**src/common/mac_consts.svh**
```systemverilog
// Purpose: Constants of the magnetic angle conditioning block
// Assumes: Included by bare name, definitions only
// Notes:   Offsets are Wishbone byte addresses of 32-bit words
`ifndef MAC_CONSTS_SVH
`define MAC_CONSTS_SVH

// Clock and sample timing
`define MAC_CLK_HZ       40000000
`define MAC_SAMPLE_HZ    1000000
`define MAC_SAMPLE_CYC   (`MAC_CLK_HZ / `MAC_SAMPLE_HZ)
`define MAC_TDC_SCALE    (65536 / `MAC_SAMPLE_CYC)

// Filter: tau = 0.38 / 93 Hz = 4.086 ms, w = 1/tau = 244.7 rad/s
// Per 1 us sample: 2*w*Ts = 4.89e-4 ~ 2^-11, (w*Ts)^2 = 5.99e-8 ~ 2^-24
`define MAC_FCUT_HZ      93
`define MAC_FRAC_W       24
`define MAC_K1_SHIFT     11
`define MAC_ERR_SHIFT    (`MAC_FRAC_W - `MAC_K1_SHIFT)

// Register offsets
`define MAC_REG_CTRL     8'h00
`define MAC_REG_ZERO     8'h04
`define MAC_REG_COMP     8'h08
`define MAC_REG_LOW_THR  8'h0C
`define MAC_REG_HIGH_THR 8'h10
`define MAC_REG_HYST     8'h14
`define MAC_REG_ANGLE    8'h18
`define MAC_REG_FIELD    8'h1C
`define MAC_REG_IRQ_STAT 8'h20
`define MAC_REG_IRQ_MASK 8'h24

// Field positions
`define MAC_CTRL_DIR     0
`define MAC_CTRL_COMP    1
`define MAC_EV_ANGLE     0
`define MAC_EV_LOW       1
`define MAC_EV_HIGH      2

// Reset values
`define MAC_RST_CTRL     2'h0
`define MAC_RST_ZERO     16'h0000
`define MAC_RST_COMP     8'h00
`define MAC_RST_LOW_THR  8'h20
`define MAC_RST_HIGH_THR 8'h60
`define MAC_RST_HYST     8'h06
`define MAC_RST_MASK     3'h0

`endif

```
**src/common/mac_pkg.sv**
```systemverilog
// Purpose: Types of the magnetic angle conditioning block
// Assumes: Widths fixed by the packed state record
// Notes:   Position and velocity carry 24 fraction bits
package mac_pkg;

	// Whole state of the block, registered in one process
	typedef struct packed {
		logic [7:0]  tdc_cnt;
		logic [15:0] raw;
		logic        raw_vld;
		logic [39:0] pos;
		logic [39:0] vel;
		logic        filt_vld;
		logic [15:0] angle;
		logic        angle_vld;
		logic        low_flag;
		logic        high_flag;
		logic [1:0]  ctrl;
		logic [15:0] zero;
		logic [7:0]  comp;
		logic [7:0]  low_thr;
		logic [7:0]  high_thr;
		logic [7:0]  hyst;
		logic [2:0]  irq_stat;
		logic [2:0]  irq_mask;
		logic        irq;
		logic        ack;
		logic [31:0] dat;
	} mac_state_t;

endpackage

```
**src/rtl/mac_top.sv**
```systemverilog
// Purpose: Angle conditioning behind the time-to-digital front-end
// Assumes: All inputs synchronous to clk_i; one Wishbone classic slave
// Notes:   Angle words are 16 bits, one full magnetic turn per wrap
//
// Behaviour
// - Each raw angle is the cycle count from sinusoid zero crossing to reference edge, scaled by 65536/40 to a 16-bit turn.
// - A new raw angle enters the conditioning once per 1 MHz period, open loop.
// - The stream is filtered by (1 + 2*tau*s) / (1 + tau*s)^2 with tau = 0.38 / cutoff.
// - The filter adds no lag while the rotation speed is constant.
// - The cutoff used for tau is 93 Hz.
// - With default settings the angle grows as the field turns clockwise.
// - Direction can be reversed and the zero angle offset by software.
// - The low field flag is raised while the field is below the low threshold.
// - The high field flag is raised while the field is above the high threshold.
// - A programmable correction restores linearity for off-axis magnets.
// - The output is the field angle, wrapping once per pole pair.
`timescale 1ns/10ps
`include "mac_consts.svh"

module mac_top (
	// Clock and reset
	input  wire logic        clk_i,
	input  wire logic        rst_i,

	// Front-end timing and field strength
	input  wire logic        zero_cross_i,
	input  wire logic        ref_edge_i,
	input  wire logic [7:0]  field_i,

	// Wishbone classic slave
	input  wire logic        wb_cyc_i,
	input  wire logic        wb_stb_i,
	input  wire logic        wb_we_i,
	input  wire logic [7:0]  wb_adr_i,
	input  wire logic [3:0]  wb_sel_i,
	input  wire logic [31:0] wb_dat_i,
	output logic      [31:0] wb_dat_o,
	output logic             wb_ack_o,

	// Conditioned angle
	output logic      [15:0] angle_o,
	output logic             angle_valid_o,

	// Field flags and interrupt
	output logic             low_field_flag_o,
	output logic             high_field_flag_o,
	output logic             irq_o
);

	// Present and next state
	mac_pkg::mac_state_t s;
	mac_pkg::mac_state_t next_s;

	// Byte-lane merge of a write into a stored word
	function automatic logic [31:0] lane_merge(
		input logic [31:0] old,
		input logic [31:0] din,
		input logic [3:0]  sel
	);
		logic [31:0] res;
		res = old;
		for (int i = 0; i < 4; i++) begin
			if (sel[i]) begin
				res[i*8 +: 8] = din[i*8 +: 8];
			end
		end
		return res;
	endfunction

	// Triangle of period one half turn, centred on zero
	function automatic logic signed [14:0] half_turn_tri(
		input logic [15:0] a
	);
		logic [13:0] p;
		p = a[14] ? ~a[13:0] : a[13:0];
		return $signed({1'b0, p}) - 15'sh2000;
	endfunction

	// Combinational working values
	logic signed [15:0] err;
	logic        [39:0] err_ext;
	logic        [15:0] a;
	logic signed [23:0] prod;
	logic        [2:0]  ev;
	logic        [2:0]  clr;
	logic        [31:0] wd;
	logic        [8:0]  low_rel;
	logic        [8:0]  high_rel;

	// Next-state logic for the whole block
	always_comb begin
		next_s   = s;
		err      = 16'sh0000;
		err_ext  = 40'h00_0000_0000;
		a        = 16'h0000;
		prod     = 24'sh00_0000;
		ev       = 3'h0;
		clr      = 3'h0;
		wd       = 32'h0000_0000;
		low_rel  = 9'h000;
		high_rel = 9'h000;

		// Strobes last one cycle
		next_s.ack       = 1'b0;
		next_s.raw_vld   = 1'b0;
		next_s.filt_vld  = 1'b0;
		next_s.angle_vld = 1'b0;

		// Time-to-digital: count from zero crossing, held at the period end
		if (zero_cross_i) begin
			next_s.tdc_cnt = 8'h00;
		end else if (s.tdc_cnt != 8'(`MAC_SAMPLE_CYC - 1)) begin
			next_s.tdc_cnt = s.tdc_cnt + 8'h01;
		end

		// Reference edge closes the measurement, one word per period
		if (ref_edge_i) begin
			next_s.raw     = 16'(32'(s.tdc_cnt) * `MAC_TDC_SCALE);
			next_s.raw_vld = 1'b1;
		end

		// Critically damped type-2 tracker: zero lag at constant speed
		// Wrapped error keeps the tracker sane across the 0/360 seam
		if (s.raw_vld) begin
			err            = $signed(s.raw - s.pos[39:24]);
			err_ext        = {{24{err[15]}}, err};
			next_s.vel     = s.vel + err_ext;
			next_s.pos     = s.pos + s.vel + (err_ext << `MAC_ERR_SHIFT);
			next_s.filt_vld = 1'b1;
		end

		// Direction, zero offset, off-axis correction on the filtered word
		if (s.filt_vld) begin
			a = s.pos[39:24];
			if (s.ctrl[`MAC_CTRL_DIR]) begin
				a = 16'h0000 - a;
			end
			a = a - s.zero;
			if (s.ctrl[`MAC_CTRL_COMP]) begin
				prod = $signed(s.comp) * half_turn_tri(a);
				a    = a + 16'(prod[23:8]);
			end
			// Field angle as is: no pole-pair division
			next_s.angle     = a;
			next_s.angle_vld = 1'b1;
		end

		// Low flag: set below threshold, clear at threshold plus hysteresis
		low_rel = {1'b0, s.low_thr} + {1'b0, s.hyst};
		if (!s.low_flag && (field_i < s.low_thr)) begin
			next_s.low_flag = 1'b1;
		end else if (s.low_flag && ({1'b0, field_i} >= low_rel)) begin
			next_s.low_flag = 1'b0;
		end

		// High flag: set above threshold, clear at threshold minus hysteresis
		high_rel = {1'b0, field_i} + {1'b0, s.hyst};
		if (!s.high_flag && (field_i > s.high_thr)) begin
			next_s.high_flag = 1'b1;
		end else if (s.high_flag && (high_rel <= {1'b0, s.high_thr})) begin
			next_s.high_flag = 1'b0;
		end

		// Events: new angle, rising low flag, rising high flag
		ev[`MAC_EV_ANGLE] = next_s.angle_vld;
		ev[`MAC_EV_LOW]   = next_s.low_flag & ~s.low_flag;
		ev[`MAC_EV_HIGH]  = next_s.high_flag & ~s.high_flag;

		// Bus access, answered one cycle after the request
		if (wb_cyc_i && wb_stb_i && !s.ack) begin
			next_s.ack = 1'b1;
			if (wb_we_i) begin
				unique case (wb_adr_i)
					`MAC_REG_CTRL: begin
						wd          = lane_merge({30'h0, s.ctrl}, wb_dat_i, wb_sel_i);
						next_s.ctrl = wd[1:0];
					end
					`MAC_REG_ZERO: begin
						wd          = lane_merge({16'h0000, s.zero}, wb_dat_i, wb_sel_i);
						next_s.zero = wd[15:0];
					end
					`MAC_REG_COMP: begin
						wd          = lane_merge({24'h00_0000, s.comp}, wb_dat_i, wb_sel_i);
						next_s.comp = wd[7:0];
					end
					`MAC_REG_LOW_THR: begin
						wd             = lane_merge({24'h00_0000, s.low_thr}, wb_dat_i, wb_sel_i);
						next_s.low_thr = wd[7:0];
					end
					`MAC_REG_HIGH_THR: begin
						wd              = lane_merge({24'h00_0000, s.high_thr}, wb_dat_i,
							wb_sel_i);
						next_s.high_thr = wd[7:0];
					end
					`MAC_REG_HYST: begin
						wd          = lane_merge({24'h00_0000, s.hyst}, wb_dat_i, wb_sel_i);
						next_s.hyst = wd[7:0];
					end
					`MAC_REG_IRQ_STAT: begin
						clr = wb_sel_i[0] ? wb_dat_i[2:0] : 3'h0;
					end
					`MAC_REG_IRQ_MASK: begin
						wd              = lane_merge({29'h0, s.irq_mask}, wb_dat_i, wb_sel_i);
						next_s.irq_mask = wd[2:0];
					end
					default: begin
						// Read-only or unmapped: write dropped, still acknowledged
						wd = 32'h0000_0000;
					end
				endcase
				next_s.dat = 32'h0000_0000;
			end else begin
				unique case (wb_adr_i)
					`MAC_REG_CTRL:     next_s.dat = {30'h0, s.ctrl};
					`MAC_REG_ZERO:     next_s.dat = {16'h0000, s.zero};
					`MAC_REG_COMP:     next_s.dat = {24'h00_0000, s.comp};
					`MAC_REG_LOW_THR:  next_s.dat = {24'h00_0000, s.low_thr};
					`MAC_REG_HIGH_THR: next_s.dat = {24'h00_0000, s.high_thr};
					`MAC_REG_HYST:     next_s.dat = {24'h00_0000, s.hyst};
					`MAC_REG_ANGLE:    next_s.dat = {16'h0000, s.angle};
					`MAC_REG_FIELD: begin
						next_s.dat = {14'h0, s.high_flag, s.low_flag, 8'h00, field_i};
					end
					`MAC_REG_IRQ_STAT: next_s.dat = {29'h0, s.irq_stat};
					`MAC_REG_IRQ_MASK: next_s.dat = {29'h0, s.irq_mask};
					default:           next_s.dat = 32'h0000_0000;
				endcase
			end
		end

		// Sticky status: a new event beats a clear in the same cycle
		next_s.irq_stat = (s.irq_stat & ~clr) | ev;
		next_s.irq      = |(next_s.irq_stat & next_s.irq_mask);
	end

	// State register; reset puts settings to defaults
	always_ff @(posedge clk_i) begin
		if (rst_i) begin
			s          <= '0;
			s.ctrl     <= `MAC_RST_CTRL;
			s.zero     <= `MAC_RST_ZERO;
			s.comp     <= `MAC_RST_COMP;
			s.low_thr  <= `MAC_RST_LOW_THR;
			s.high_thr <= `MAC_RST_HIGH_THR;
			s.hyst     <= `MAC_RST_HYST;
			s.irq_mask <= `MAC_RST_MASK;
		end else begin
			s <= next_s;
		end
	end

	// Outputs straight from the state register
	assign wb_dat_o          = s.dat;
	assign wb_ack_o          = s.ack;
	assign angle_o           = s.angle;
	assign angle_valid_o     = s.angle_vld;
	assign low_field_flag_o  = s.low_flag;
	assign high_field_flag_o = s.high_flag;
	assign irq_o             = s.irq;

endmodule

```
**config.mk**
```make
export PLATFORM = sky130hd
export DESIGN_NAME = mac_top
export DESIGN_NICKNAME = d
export VERILOG_FILES = /design/src/common/mac_pkg.sv /design/src/rtl/mac_top.sv
export VERILOG_INCLUDE_DIRS = /design/src /design/src/common
export SDC_FILE = /design/constraint.sdc
export NUM_CORES = 1
export LEC_CHECK = 0
export CAP_MARGIN = 20
export CELL_PAD_IN_SITES_DETAIL_PLACEMENT = 0
export CELL_PAD_IN_SITES_GLOBAL_PLACEMENT = 1
export CORE_ASPECT_RATIO = 2
export CORE_UTILIZATION = 45
export DETAILED_ROUTE_END_ITERATION = 8
export DONT_BUFFER_PORTS = 1
export PLACE_DENSITY = 0.86
export RECOVER_POWER = 50
export SLEW_MARGIN = 25
export SYNTH_ARGS = -nofsm -noshare
export SYNTH_HDL_FRONTEND = slang
export SYNTH_SLANG_ARGS = --single-unit
```
**constraint.sdc**
```tcl
create_clock -name clk_i -period 11.5 [get_ports clk_i]
set_clock_uncertainty 0.2 [all_clocks]
set_input_delay 1.15 -clock clk_i [delete_from_list [all_inputs] [get_ports clk_i]]
set_output_delay 1.15 -clock clk_i [all_outputs]
set_load 0.01 [all_outputs]
```
==> reports/metrics.cfg <==
[grt]
overflow=0
track_usage=0.244
grt_pass1_wl_mm=92.2
grt_pass1_vias=18200
antenna_found_initial=4
grt_max_degree=215

[clocking]
clockBufferDepth=2
cts.sinks=200
cts.root.buffer_cell=clkbuf_16
cts_tree=built
clkTransAtPathRegs_ps=80
insertion_delay_ps=470
cts_inserted_buffers=17
htree_levels=4
cts_hold_buf=0

[worst_setup_path]
r2r-start=s[174]
worst-r2r-setup-slack_ps=820
path_max_fanout=19
r2r_end=angle_o[14]
r2r_cells=38
cp.required_ps=11680
crit_arrival_ps=10850
critPathKind=reg -> reg
end_kind=flop
critPathTopFamily=adder cells
crit_buf_inv=5
cp-start-kind=flop
crit_slowest_cell=xnor2_1
cp_slowest_stage_delay_ps=680

[worst_hold_path]
holdPathEnd=s[201]
worstHoldPathCells=2
min_path_type=reg -> reg
min_from=s[201]

[finish]
drive_gt1_frac=0.0340
nets=2934
final_cell_area_um2=22500
fin_util=0.478
area.growth.synth_to_final_pct=4.51

[routing]
drtPass1Iterations=5
routed_via_density=5.63
top_layer=met5
dr_wl_met3_mm=1.94
wl_per_cell_um=18.5
wl_met2_mm=31.9
wirelength_mm=57.7
wl_met1_mm=19.2
drc=0
ant_nets=0
vias=17600
drt_iter0_markers=811

[logic_synthesis]
yosysSeqAreaShare=0.186
synth_area_per_cell_um2=8.40
ys_top_cells_by_area=dfxtp_1 19%, ha_1 15%, fa_1 13%
synthDominantCellAreaShare=0.186
synth-edff-count=0
async_flop_share=0
synth_flop_cell=dfxtp_1
yosys_warnings=0
ys_ff_latch=200
synthTopCellsByCount=336 x inv_1, 254 x ha_1, 214 x nor2_1, 200 x dfxtp_1, 163 x a21oi_1
syn_inst=2557
syn_area_um2=21500
yosysMostFrequentCell=inv_1
ys_types=80
yosysTopAreaCell=dfxtp_1

[sta]
max-slew-margin-rel=-1.50
drv_slew=185
hold_violations=0
tightest_slew_ps=3750
finalSetupViolations=0
fin_setup_tns_ps=0
timing.final.crit_share=0.928
hold_slack_ps=286
min_period_ps=10680
fmax_ghz=0.0937
rsz0062_at_grt=false

[run_status]
failed_checks=max-capacitance violations, max-slew violations
status=finished with violations

[placed_design]
place.gp.congestion=0.917
place_hpwl_mm=46.9
port_buffers=0
place_area_um2=21800

[pwr]
ir_worst_vdd_mv=0.105
leakagePower_uw=0.0105
p_per_area_nw_per_um2=215

[die]
core_area_um2=46900
fp.dieH_um=311
floorplan.initialDensity=0.458
dieArea_um2=48700
rows=112
ios=112
die_x_um=157

[run]
cap_violations=4

-- flip-flops by register name, indices dropped and copies added, names as in the netlist --
name / count
angle_o: 16
angle_valid_o: 1
high_field_flag_o: 1
irq_o: 1
low_field_flag_o: 1
s: 161
wb_ack_o: 1
wb_dat_o: 18
-- metal layers --
metal | up-vias | global-route usage
met4 | 4 | 0.190
met1 | 8463 | 0.218
met5 | - | 0
li1 | 8553 | -
met2 | 374 | 0.476
met3 | 199 | 0.0320
-- per-stage QoR --
stage          setup slack (ps)  total power [µW]  cells
2_1_floorplan              2310              3380   2570
3_3_place_gp                770              4070   3092
6_report                    825              4820   3126
3_5_place_dp                654              4160   3092
5_1_grt                     115              5220   3126
4_1_cts                     597              4790   3124
-- cell families (layout without fill, tap and decap cells) --
group	Yosys count	count (layout)	synth area share
compound gates	564	564	0.178
xor+xnor	177	177	0.0721
fa+ha+maj	391	391	0.276
buf+inv	461	388	0.0892
flops	200	200	0.186
mux	88	88	0.0412
other cells	1	16	0.000175
simple gates	675	675	0.157
-- repair_timing --
| item | CTS | global route |
|---|---|---|
| endpoints found under the setup margin | 0 | 1 |
| gates resized for setup | 0 | 5 |
| setup buffers | 0 | 0 |
-- layout make-up --
type                            instances  area [µm²]
Sequential cell                       200        4000
Multi-Input combinational cell       1909       15700
Clock inverter                         13         151
Tap cell                              627         785
Clock buffer                           19         443
Antenna cell                            2        5.00
Timing Repair Buffer                   20         143
Fill cell                            4538       24500
Inverter                              336        1260
-- tightest hold or removal path: cells and delay by family (launching register included) --
| kind | cells | cell delay, ps |
|---|---|---|
| AO/OA/AOI/OAI | 1 | 50 |
| flip-flops | 1 | 330 |
| AND/OR/NAND/NOR | 1 | 60 |
-- power breakdown --
part / total [µW] / internal [µW] / switching (µW)
clock network: 624 / 298 / 325
registers: 853 / 774 / 78.8
logic: 3340 / 1340 / 2000
-- worst max-delay path by stage --
stage / from / end / depth (start not counted)
global route: s[174] / angle_o[14] / 38
finish: s[174] / angle_o[14] / 38
floorplan: s[174] / angle_o[14] / 38
detailed placement: s[174] / angle_o[14] / 38
CTS: s[174] / angle_o[14] / 38
global placement: s[174] / angle_o[14] / 38
-- layout by cell type, fill, tap and decap left out, drive strengths merged, types with 36 or more instances in the layout --
cell    count
nand2     115
nand2b     39
ha        254
xnor2     122
nand3      69
a21o       79
mux2i      85
a21oi     163
dfxtp     200
xor2       55
inv       342
fa        137
a22oi      36
nor2      214
nor2b      75
o21ai      57
(Power assumes the default switching activity.)
